===== config.mk =====
export PLATFORM = sky130hd
export DESIGN_NAME = aadf_top
export DESIGN_NICKNAME = d
export VERILOG_FILES = /design/src/aadf_sinc3.v /design/src/aadf_calib.v /design/src/aadf_top.v
export VERILOG_INCLUDE_DIRS = /design/src
export SDC_FILE = /design/constraint.sdc
export NUM_CORES = 2
export LEC_CHECK = 0
export BUFFER_PORTS_ARGS = -buffer_cell sky130_fd_sc_hd__clkbuf_2
export CORE_MARGIN = 2
export CORE_UTILIZATION = 60
export CTS_BUF_LIST = sky130_fd_sc_hd__clkbuf_4
export DETAILED_ROUTE_END_ITERATION = 8
export PLACE_DENSITY = 0.86
export SETUP_SLACK_MARGIN = 0.05
export SKIP_CTS_REPAIR_TIMING = 1
export SYNTH_ARGS = -nofsm -noshare
export SYNTH_HDL_FRONTEND = slang
export SYNTH_SLANG_ARGS = --single-unit

===== constraint.sdc =====
create_clock -name clk_i -period 9.5 [get_ports clk_i]
set_input_delay 0.475 -clock clk_i [delete_from_list [all_inputs] [get_ports clk_i]]
set_output_delay 0.475 -clock clk_i [all_outputs]
set_load 0.05 [all_outputs]

===== src/aadf_map.vh =====
// register map, field positions, reset values and ratios of the aux decimation filter
`ifndef AADF_MAP_VH
`define AADF_MAP_VH
// ****************************************
// register word indices (byte address is the index times four)
// ****************************************
`define AADF_IDX_INPUT_SEL   8'h16
`define AADF_IDX_GAIN_RATE   8'h17
`define AADF_IDX_OFFSET      8'h18
`define AADF_IDX_FSCALE      8'h19
`define AADF_IDX_CMD         8'h1A
`define AADF_IDX_STATUS      8'h1B
`define AADF_IDX_DATA        8'h1C
`define AADF_ADDR_W          10
// ****************************************
// fields
// ****************************************
`define AADF_POS_SEL_LSB     4
`define AADF_NEG_SEL_LSB     0
`define AADF_GAIN_LSB        5
`define AADF_REF_LSB         2
`define AADF_RATE_LSB        0
// ****************************************
// reset values
// ****************************************
`define AADF_INPUT_SEL_RST   8'h00
`define AADF_GAIN_RATE_RST   8'h00
`define AADF_OFFSET_RST      16'h0000
`define AADF_FSCALE_RST      16'h8000
// ****************************************
// commands
// ****************************************
`define AADF_CMD_BEGIN       7'h06
`define AADF_CMD_HALT        7'h07
// ****************************************
// rates and timing
// ****************************************
`define AADF_RATE_10         2'h0
`define AADF_RATE_100        2'h1
`define AADF_RATE_400        2'h2
`define AADF_RATE_800        2'h3
`define AADF_MOD_DIV         144
`define AADF_SINC1_RATIO     10
`define AADF_GAIN_BYPASS_MAX 3'h2
`endif


===== src/aadf_sinc3.v =====
// third-order sinc decimator for a one-bit stream
`timescale 1ns/10ps
`include "aadf_map.vh"
module aadf_sinc3 #(
  parameter W = 30
) (
  input  wire         clk_i,
  input  wire         rst_i,
  input  wire         clear_i,
  input  wire         bit_i,
  input  wire         bit_valid_i,
  input  wire [1:0]   rate_i,
  output reg  [W-1:0] out_o,
  output reg          out_valid_o
);
  reg [W-1:0] acc1;
  reg [W-1:0] acc2;
  reg [W-1:0] acc3;
  reg [W-1:0] d1;
  reg [W-1:0] d2;
  reg [W-1:0] d3;
  reg [9:0]   cnt;
  reg [1:0]   warm;
  wire [W-1:0] c1 = acc3 - d1;
  wire [W-1:0] c2 = c1 - d2;
  wire [W-1:0] c3 = c2 - d3;

  function [9:0] ratio_last;
    input [1:0] r;
    begin
      case (r)
        `AADF_RATE_800: ratio_last = 10'd63;
        `AADF_RATE_400: ratio_last = 10'd127;
        default:        ratio_last = 10'd511;
      endcase
    end
  endfunction

  always @(posedge clk_i) begin
    out_valid_o <= 1'b0;
    if (rst_i || clear_i) begin
      acc1 <= {W{1'b0}};
      acc2 <= {W{1'b0}};
      acc3 <= {W{1'b0}};
      d1 <= {W{1'b0}};
      d2 <= {W{1'b0}};
      d3 <= {W{1'b0}};
      cnt <= 10'h000;
      warm <= 2'h0;
      out_o <= {W{1'b0}};
    end else if (bit_valid_i) begin
      acc1 <= acc1 + {{(W-1){1'b0}}, bit_i};
      acc2 <= acc2 + acc1;
      acc3 <= acc3 + acc2;
      if (cnt == ratio_last(rate_i)) begin
        cnt <= 10'h000;
        d1 <= acc3;
        d2 <= c1;
        d3 <= c2;
        out_o <= c3;
        // first two outputs are unsettled, hold them back
        if (warm == 2'h2)
          out_valid_o <= 1'b1;
        else
          warm <= warm + 2'h1;
      end else begin
        cnt <= cnt + 10'h001;
      end
    end
  end
endmodule // aadf_sinc3


===== src/aadf_calib.v =====
// offset and full-scale correction of a 24-bit result
`timescale 1ns/10ps
module aadf_calib (
  input  wire        clk_i,
  input  wire        rst_i,
  input  wire [23:0] raw_i,
  input  wire        raw_valid_i,
  input  wire [15:0] offset_i,
  input  wire [15:0] fscale_i,
  output reg  [23:0] cal_o,
  output reg         cal_valid_o
);
  wire signed [24:0] diff = $signed({raw_i[23], raw_i}) - $signed({{9{offset_i[15]}}, offset_i});
  wire signed [41:0] prod = diff * $signed({1'b0, fscale_i});
  wire signed [26:0] scaled = prod[41:15];

  always @(posedge clk_i) begin
    if (rst_i) begin
      cal_o <= 24'h000000;
      cal_valid_o <= 1'b0;
    end else begin
      cal_valid_o <= raw_valid_i;
      if (raw_valid_i) begin
        // saturate instead of wrapping on overrange
        if (scaled > $signed(27'h07FFFFF))
          cal_o <= 24'h7FFFFF;
        else if (scaled < $signed(27'h7800000))
          cal_o <= 24'h800000;
        else
          cal_o <= scaled[23:0];
      end
    end
  end
endmodule // aadf_calib


===== src/aadf_top.v =====
// aux converter control, modulator timing, decimation and register slave
//
// The Wishbone interface to the registers is this design's own decision.
`timescale 1ns/10ps
`include "aadf_map.vh"
module aadf_top #(
  parameter MOD_DIV = `AADF_MOD_DIV
) (
  input  wire        clk_i,
  input  wire        rst_i,
  input  wire [31:0] wb_adr_i,
  input  wire [31:0] wb_dat_i,
  output reg  [31:0] wb_dat_o,
  input  wire [3:0]  wb_sel_i,
  input  wire        wb_we_i,
  input  wire        wb_cyc_i,
  input  wire        wb_stb_i,
  output reg         wb_ack_o,
  output wire        wb_err_o,
  input  wire        mod_bit_i,
  output reg         mod_sample_o,
  output wire [3:0]  aux_pos_input_sel_o,
  output wire [3:0]  aux_neg_input_sel_o,
  output wire [2:0]  aux_gain_code_o,
  output wire [7:0]  amp_gain_o,
  output wire [2:0]  mod_gain_o,
  output wire        amp_bypass_o,
  output reg  [4:0]  ref_sel_onehot_o,
  output wire        running_o,
  output wire [23:0] result_o,
  output wire        result_valid_o
);
  // ****************************************
  // registers
  // ****************************************
  reg  [7:0]  aux_input_select;
  reg  [7:0]  aux_gain_rate_config;
  reg  [15:0] offset_corr;
  reg  [15:0] fscale_corr;
  reg         running;
  reg         restart;
  reg         fresh;
  // config byte: gain [7:5], reference [4:2], rate [1:0], no bit shared
  wire [1:0]  aux_rate_code = aux_gain_rate_config[`AADF_RATE_LSB +: 2];
  wire [2:0]  aux_ref_code  = aux_gain_rate_config[`AADF_REF_LSB +: 3];
  wire [7:0]  reg_index     = wb_adr_i[9:2];
  wire        wb_req        = wb_cyc_i && wb_stb_i && !wb_ack_o;
  wire        wb_hit        = (reg_index >= `AADF_IDX_INPUT_SEL) &&
                              (reg_index <= `AADF_IDX_DATA) && (wb_adr_i[31:10] == 22'h000000);

  // ****************************************
  // field decode
  // ****************************************
  assign aux_pos_input_sel_o = aux_input_select[`AADF_POS_SEL_LSB +: 4];
  assign aux_neg_input_sel_o = aux_input_select[`AADF_NEG_SEL_LSB +: 4];
  assign aux_gain_code_o     = aux_gain_rate_config[`AADF_GAIN_LSB +: 3];
  assign amp_bypass_o        = aux_gain_code_o <= `AADF_GAIN_BYPASS_MAX;
  // gain split: modulator carries up to 4, the amplifier the rest
  assign mod_gain_o = amp_bypass_o ? (3'h1 << aux_gain_code_o) : 3'h4;
  assign amp_gain_o = amp_bypass_o ? 8'h01 : (8'h01 << (aux_gain_code_o - 3'h2));
  assign running_o  = running;
  // refused requests never see ack, so a master gets one answer or the other
  assign wb_err_o   = wb_cyc_i && wb_stb_i && !wb_hit && !wb_ack_o;

  always @* begin
    // five sources in three bits; codes 5 to 7 fall back to the supply
    case (aux_ref_code)
      3'h0:    ref_sel_onehot_o = 5'h01;
      3'h1:    ref_sel_onehot_o = 5'h02;
      3'h2:    ref_sel_onehot_o = 5'h04;
      3'h3:    ref_sel_onehot_o = 5'h08;
      default: ref_sel_onehot_o = 5'h10;
    endcase
  end

  // ****************************************
  // command decode
  // ****************************************
  // the command register takes the opcode byte; a serial front end acts on bit 7 of 8
  // so the low bit is a don't-care, as with 0Ch/0Dh and 0Eh/0Fh
  wire       cmd_wr   = wb_req && wb_hit && wb_we_i && wb_sel_i[0] &&
                        (reg_index == `AADF_IDX_CMD);
  wire [6:0] cmd_op   = wb_dat_i[7:1];
  wire       cmd_beg  = cmd_wr && (cmd_op == `AADF_CMD_BEGIN);
  wire       cmd_halt = cmd_wr && (cmd_op == `AADF_CMD_HALT);
  wire       cfg_wr   = wb_req && wb_hit && wb_we_i && wb_sel_i[0] &&
                        ((reg_index == `AADF_IDX_INPUT_SEL) || (reg_index == `AADF_IDX_GAIN_RATE));

  // ****************************************
  // register bus
  // ****************************************
  always @(posedge clk_i) begin
    if (rst_i) begin
      wb_ack_o <= 1'b0;
      wb_dat_o <= 32'h00000000;
      aux_input_select <= `AADF_INPUT_SEL_RST;
      aux_gain_rate_config <= `AADF_GAIN_RATE_RST;
      offset_corr <= `AADF_OFFSET_RST;
      fscale_corr <= `AADF_FSCALE_RST;
      running <= 1'b0;
      restart <= 1'b0;
    end else begin
      wb_ack_o <= wb_req && wb_hit;
      restart <= 1'b0;
      if (cmd_beg) begin
        running <= 1'b1;
        restart <= 1'b1;
      end else if (cmd_halt) begin
        running <= 1'b0;
      end
      // settings change mid-conversion restarts the filter
      if (cfg_wr)
        restart <= 1'b1;
      if (wb_req && wb_hit && wb_we_i) begin
        case (reg_index)
          `AADF_IDX_INPUT_SEL: if (wb_sel_i[0]) aux_input_select <= wb_dat_i[7:0];
          `AADF_IDX_GAIN_RATE: if (wb_sel_i[0]) aux_gain_rate_config <= wb_dat_i[7:0];
          `AADF_IDX_OFFSET: begin
            if (wb_sel_i[0]) offset_corr[7:0] <= wb_dat_i[7:0];
            if (wb_sel_i[1]) offset_corr[15:8] <= wb_dat_i[15:8];
          end
          `AADF_IDX_FSCALE: begin
            if (wb_sel_i[0]) fscale_corr[7:0] <= wb_dat_i[7:0];
            if (wb_sel_i[1]) fscale_corr[15:8] <= wb_dat_i[15:8];
          end
          default: ;
        endcase
      end
      if (wb_req && wb_hit && !wb_we_i) begin
        case (reg_index)
          `AADF_IDX_INPUT_SEL: wb_dat_o <= {24'h000000, aux_input_select};
          `AADF_IDX_GAIN_RATE: wb_dat_o <= {24'h000000, aux_gain_rate_config};
          `AADF_IDX_OFFSET:    wb_dat_o <= {16'h0000, offset_corr};
          `AADF_IDX_FSCALE:    wb_dat_o <= {16'h0000, fscale_corr};
          `AADF_IDX_STATUS:    wb_dat_o <= {30'h00000000, fresh, running};
          `AADF_IDX_DATA:      wb_dat_o <= {8'h00, result_o};
          default:             wb_dat_o <= 32'h00000000;
        endcase
      end
    end
  end

  // ****************************************
  // modulator timing
  // ****************************************
  reg  [7:0] mod_cnt;
  reg        bit_s1;
  reg        bit_s2;
  reg        bit_valid;
  // halted means held in clear, so every begin starts from empty integrators
  wire       clear = restart || !running;

  always @(posedge clk_i) begin
    if (rst_i) begin
      mod_cnt <= 8'h00;
      mod_sample_o <= 1'b0;
      bit_s1 <= 1'b0;
      bit_s2 <= 1'b0;
      bit_valid <= 1'b0;
    end else begin
      bit_s1 <= mod_bit_i;
      bit_s2 <= bit_s1;
      mod_sample_o <= 1'b0;
      bit_valid <= mod_sample_o;
      // sample tick every MOD_DIV device clocks, so all rates follow clk
      if (mod_cnt == MOD_DIV[7:0] - 8'h01) begin
        mod_cnt <= 8'h00;
        mod_sample_o <= 1'b1;
      end else begin
        mod_cnt <= mod_cnt + 8'h01;
      end
    end
  end

  // ****************************************
  // filter stages
  // ****************************************
  wire [29:0] s3_out;
  wire        s3_valid;

  // the stage holds back the first two outputs of every restart
  aadf_sinc3 #(
    .W(30)
  ) u_sinc3 (
    .clk_i       (clk_i),
    .rst_i       (rst_i),
    .clear_i     (clear),
    .bit_i       (bit_s2),
    .bit_valid_i (bit_valid && running),
    .rate_i      (aux_rate_code),
    .out_o       (s3_out),
    .out_valid_o (s3_valid)
  );

  // sinc3 gain is A cubed; map 0..A cubed onto a signed full scale
  // all ones lands one step past the top, so it clips instead of wrapping
  function [23:0] s3_scale;
    input [29:0] v;
    input [1:0]  r;
    reg   [24:0] u;
    begin
      case (r)
        `AADF_RATE_800: u = {v[18:0], 6'h00};
        `AADF_RATE_400: u = {v[21:0], 3'h0};
        default:        u = v[27:3];
      endcase
      if (u[24])
        s3_scale = 24'h7FFFFF;
      else
        s3_scale = u[23:0] ^ 24'h800000;
    end
  endfunction
  wire [23:0] s3_word = s3_scale(s3_out, aux_rate_code);

  // ****************************************
  // second stage
  // ****************************************
  reg [27:0] s1_acc;
  reg [3:0]  s1_cnt;
  reg [23:0] raw;
  reg        raw_valid;
  wire [27:0] s1_sum = s1_acc + {{4{s3_word[23]}}, s3_word};

  // divide by ten: multiply by 1677721/2^24
  // rounded down so ten bottom-code words cannot wrap past the most negative code
  function [23:0] div10;
    input [27:0] v;
    reg [52:0] p;
    begin
      p = $signed({{25{v[27]}}, v}) * $signed(53'd1677721);
      div10 = p[47:24];
    end
  endfunction

  always @(posedge clk_i) begin
    if (rst_i || clear) begin
      s1_acc <= 28'h0000000;
      s1_cnt <= 4'h0;
      raw <= 24'h000000;
      raw_valid <= 1'b0;
    end else begin
      raw_valid <= 1'b0;
      if (s3_valid) begin
        if (aux_rate_code != `AADF_RATE_10) begin
          raw <= s3_word;
          raw_valid <= 1'b1;
        end else if (s1_cnt == `AADF_SINC1_RATIO - 1) begin
          s1_cnt <= 4'h0;
          s1_acc <= 28'h0000000;
          raw <= div10(s1_sum);
          raw_valid <= 1'b1;
        end else begin
          s1_cnt <= s1_cnt + 4'h1;
          s1_acc <= s1_sum;
        end
      end
    end
  end

  // ****************************************
  // correction and status
  // ****************************************
  aadf_calib u_calib (
    .clk_i       (clk_i),
    .rst_i       (rst_i),
    .raw_i       (raw),
    .raw_valid_i (raw_valid),
    .offset_i    (offset_corr),
    .fscale_i    (fscale_corr),
    .cal_o       (result_o),
    .cal_valid_o (result_valid_o)
  );

  // fresh flag: set by a result, cleared by reading data; set wins
  wire data_rd = wb_req && wb_hit && !wb_we_i && (reg_index == `AADF_IDX_DATA);
  always @(posedge clk_i) begin
    if (rst_i)
      fresh <= 1'b0;
    else if (result_valid_o)
      fresh <= 1'b1;
    else if (data_rd)
      fresh <= 1'b0;
  end
endmodule // aadf_top


==> impl_metrics.yaml <==
timing:
  fin_crit_sh_pct: 96.53
  tightest_slew_ns: 1.317
  slew_viol_final: 0
  skew_ns: 0.09127
  hold_slack_ns: -0.02657
  hold_violations: 1
  fin_crit_ns: 9.171
  report.final.setup_viol: 0
  worst_slack_ns: 0.3294
  slew_headroom_pct: 12.09
  timing.fmax_mhz: 109.0
  fin_tns_setup_ns: 0
  rsz0062_at_grt: "true"
pwr:
  power.share.switching_pct: 24.16
  p_comb_share_pct: 1.6
  power_uw: 2993
  clockPowerShare_pct: 45.3
  vdd.ir_drop.worst_v: 0.0001182
  power_switching_uw: 723.3
  p_int_uw: 2270
  p_leak_uw: 0.02529
  p_per_area_nw_per_um2: 56.55
  power_frac_seq_pct: 53.1
yosys:
  synthTopCellsByArea: "fa_1, dfxtp_1, ha_1"
  yosysUniqueCellTypes: 93
  ys.flop_type: "dfxtp_1"
  yosysTopAreaCell: "fa_1"
  synth_cells: 5692
  synth.top_cell.area_share_pct: 26.41
  synth_common_cells: "inv_1, nand2_1, fa_1"
  synth_warnings: 0
  yosysMostFrequentCell: "inv_1"
  async_flop_share_pct: 0
  syn_area_um2: 48130
  synth_seq_cells: 379
  avgSynthCellArea_um2: 8.457
  seq_area_frac_synth_pct: 15.76
  synth_edf_count: 0
routing:
  wl_mm: 125.5
  drc_errors: 22
  first_iter_violations: 3371
  dr.pass1.iters: 9
  vias: 40890
  ant_nets: 0
  wl_per_cell_um: 17.81
  vias_per_cell: 5.802
setup_path:
  worst_setup_path_start_kind: "flip-flop"
  slowest_delay_ns: 0.61
  critPathMostFrequentCell: "fa_1"
  worstSetupPathType: "flip-flop to flip-flop"
  critPathRequiredTime_ns: 10.22
  crit_fanout: 22
  worst_ep_arrival_time_ns: 9.90
  crit_path_end_kind: "flip-flop"
  slowest_stage: "fa_1"
global_routing:
  antenna_found_initial: 1
  grt-ovfl-total: 0
  grt_pass1_wl_mm: 201.8
  grt_use_total_pct: 30.14
  grt_max_degree: 105
  grt_pass1_vias: 41210
clocking:
  cts-root-buf: "clkbuf_4"
  clk_path_buf_depth: 3
  cts_made_buffers: 96
  insertion_delay_ns: 0.90
  clk_pin_slew_worst_paths_ns: 0.07
  h-tree-depth: 3
  cts.sinks: 379
  cts_tree: "yes"
cells_and_area:
  area_growth_pct: 9.974
  final_cells: 7047
  nNetsFinal: 7148
  drive_gt1_share_pct: 10.71
place:
  pre_cts_ws_ns: -0.08487
  gp_congestion: 0.9599
  dp_hpwl_mm: 98.44
  dp_cells: 6850
  portBuffers: 134
min_path:
  hp-class: "primary input to flip-flop"
floorplan:
  core_area_um2: 79260
  die_w_um: 287.2
  ios: 163
  fp.dieH_um: 287.2
  design.die.area_um2: 82510
  start_util_pct: 60.73
  rows: 103
outcome:
  violations: "DRC, hold timing"
  outcome: "complete, but fails checks"
run:
  drv_cap: 0
area by class of cell:
cell class	instances	area (µm²)
Multi-Input combinational cell	4104	36570
Fill cell	6029	26320
Sequential cell	379	7600
Inverter	979	3679
Timing Repair Buffer	383	2660
Tap cell	1050	1314
Clock buffer	126	945.9
Clock inverter	25	163.9
Antenna cell	1	2.502
flip-flops by register name, indices dropped and copies added (netlist names), 16 cells and up:
| signal | cells |
|---|---|
| u_sinc3.d3 | 28 |
| u_sinc3.d2 | 28 |
| wb_dat_o | 24 |
| u_sinc3.out_o | 28 |
| u_sinc3.acc1 | 28 |
| u_sinc3.acc3 | 28 |
| offset_corr | 16 |
| u_calib.cal_o | 24 |
| u_sinc3.d1 | 28 |
| fscale_corr | 16 |
| s1_acc | 28 |
| raw | 24 |
| u_sinc3.acc2 | 28 |
placed cells by master (no fill, tap or decap), types with 18 or more instances in the layout:
master         instances
a21oi_1              413
and2_1               147
mux2i_1               42
nand2b_1              45
inv_1                974
nor2_1               298
nand4_1               36
a21o_1               114
ha_1                 475
xnor2_1              151
o211ai_1              19
fa_1                 630
dlygate4sd3_1         18
buf_4                222
dfxtp_1              373
o21ai_0              139
and3_1                32
clkbuf_2             133
a211oi_1              63
nand3_1               85
nand2_1              712
a31oi_1               24
xor2_1                96
o21a_1                44
nor3_1                40
clkbuf_4             126
clkinv_1              20
a22oi_1               39
nor2b_1               57
o21bai_1              32
critical path: cells and delay by family, from the launching register on:
family                   cells  cell delay [ns]
multiplexers                 1             0.12
buffers and inverters        4             0.49
adder cells (fa/ha/maj)      9             4.09
flip-flops                   1             0.47
XOR/XNOR                     1             0.34
AO/OA/AOI/OAI               12             2.18
AND/OR/NAND/NOR              8             1.39
power by group through the flow:
stage                     logic [µW]  registers [µW]  clock network, µW
final                           47.2            1590               1360
after global routing            49.2            1590               1450
after CTS                       39.6            1590               1380
after detailed placement        39.5            1630                  0
after global placement          38.9            1630                  0
after floorplan                 22.4            1630                  0
layer usage:
metal | global-route usage [%] | vias up | wire (µm)
met5 | 0 | - | 0
met4 | 15.16 | 0 | 6861
met3 | 4.905 | 440 | 10390
met2 | 50.02 | 1757 | 59550
met1 | 38.16 | 19700 | 48710
li1 | - | 18990 | -
kinds of logic (layout without fill, tap and decap cells):
group                      Yosys count  count (layout)  share of synthesized area (%)
adders and majority gates         1131            1131                          39.30
DFF                                379             379                          15.76
and+or+nand+nor                   1569            1569                          15.01
muxes                               44              44                         0.9228
AOI/OAI and AO/OA                 1093            1093                          14.62
xor gates and xnor gates           259             259                          4.772
buffers and inverters             1216            1513                          9.599
other                                1               9                       0.007791
worst paths after layout:
check	from	end	slack (ns)	cells after the start
min reg2reg	u_sinc3.d1[9]$_SDFFE_PP0P_	u_sinc3.d1[9]$_SDFFE_PP0P_	0.45	2
min	wb_dat_i[5]	aux_gain_rate_config[5]$_SDFFE_PP0P_	-0.03	3
max reg2reg	aux_gain_rate_config[1]$_SDFFE_PP0P_	raw[22]$_SDFFE_PP0P_	0.33	35
max	aux_gain_rate_config[1]$_SDFFE_PP0P_	raw[22]$_SDFFE_PP0P_	0.33	35
stage by stage:
stage                     util [%]  instance area [µm²]
after floorplan                  -                48160
after global placement       64.13                50830
after detailed placement     64.13                50830
after CTS                    65.53                51940
after global routing         66.79                52940
final                        66.79                52940
Power figures use the tool's default switching activity.
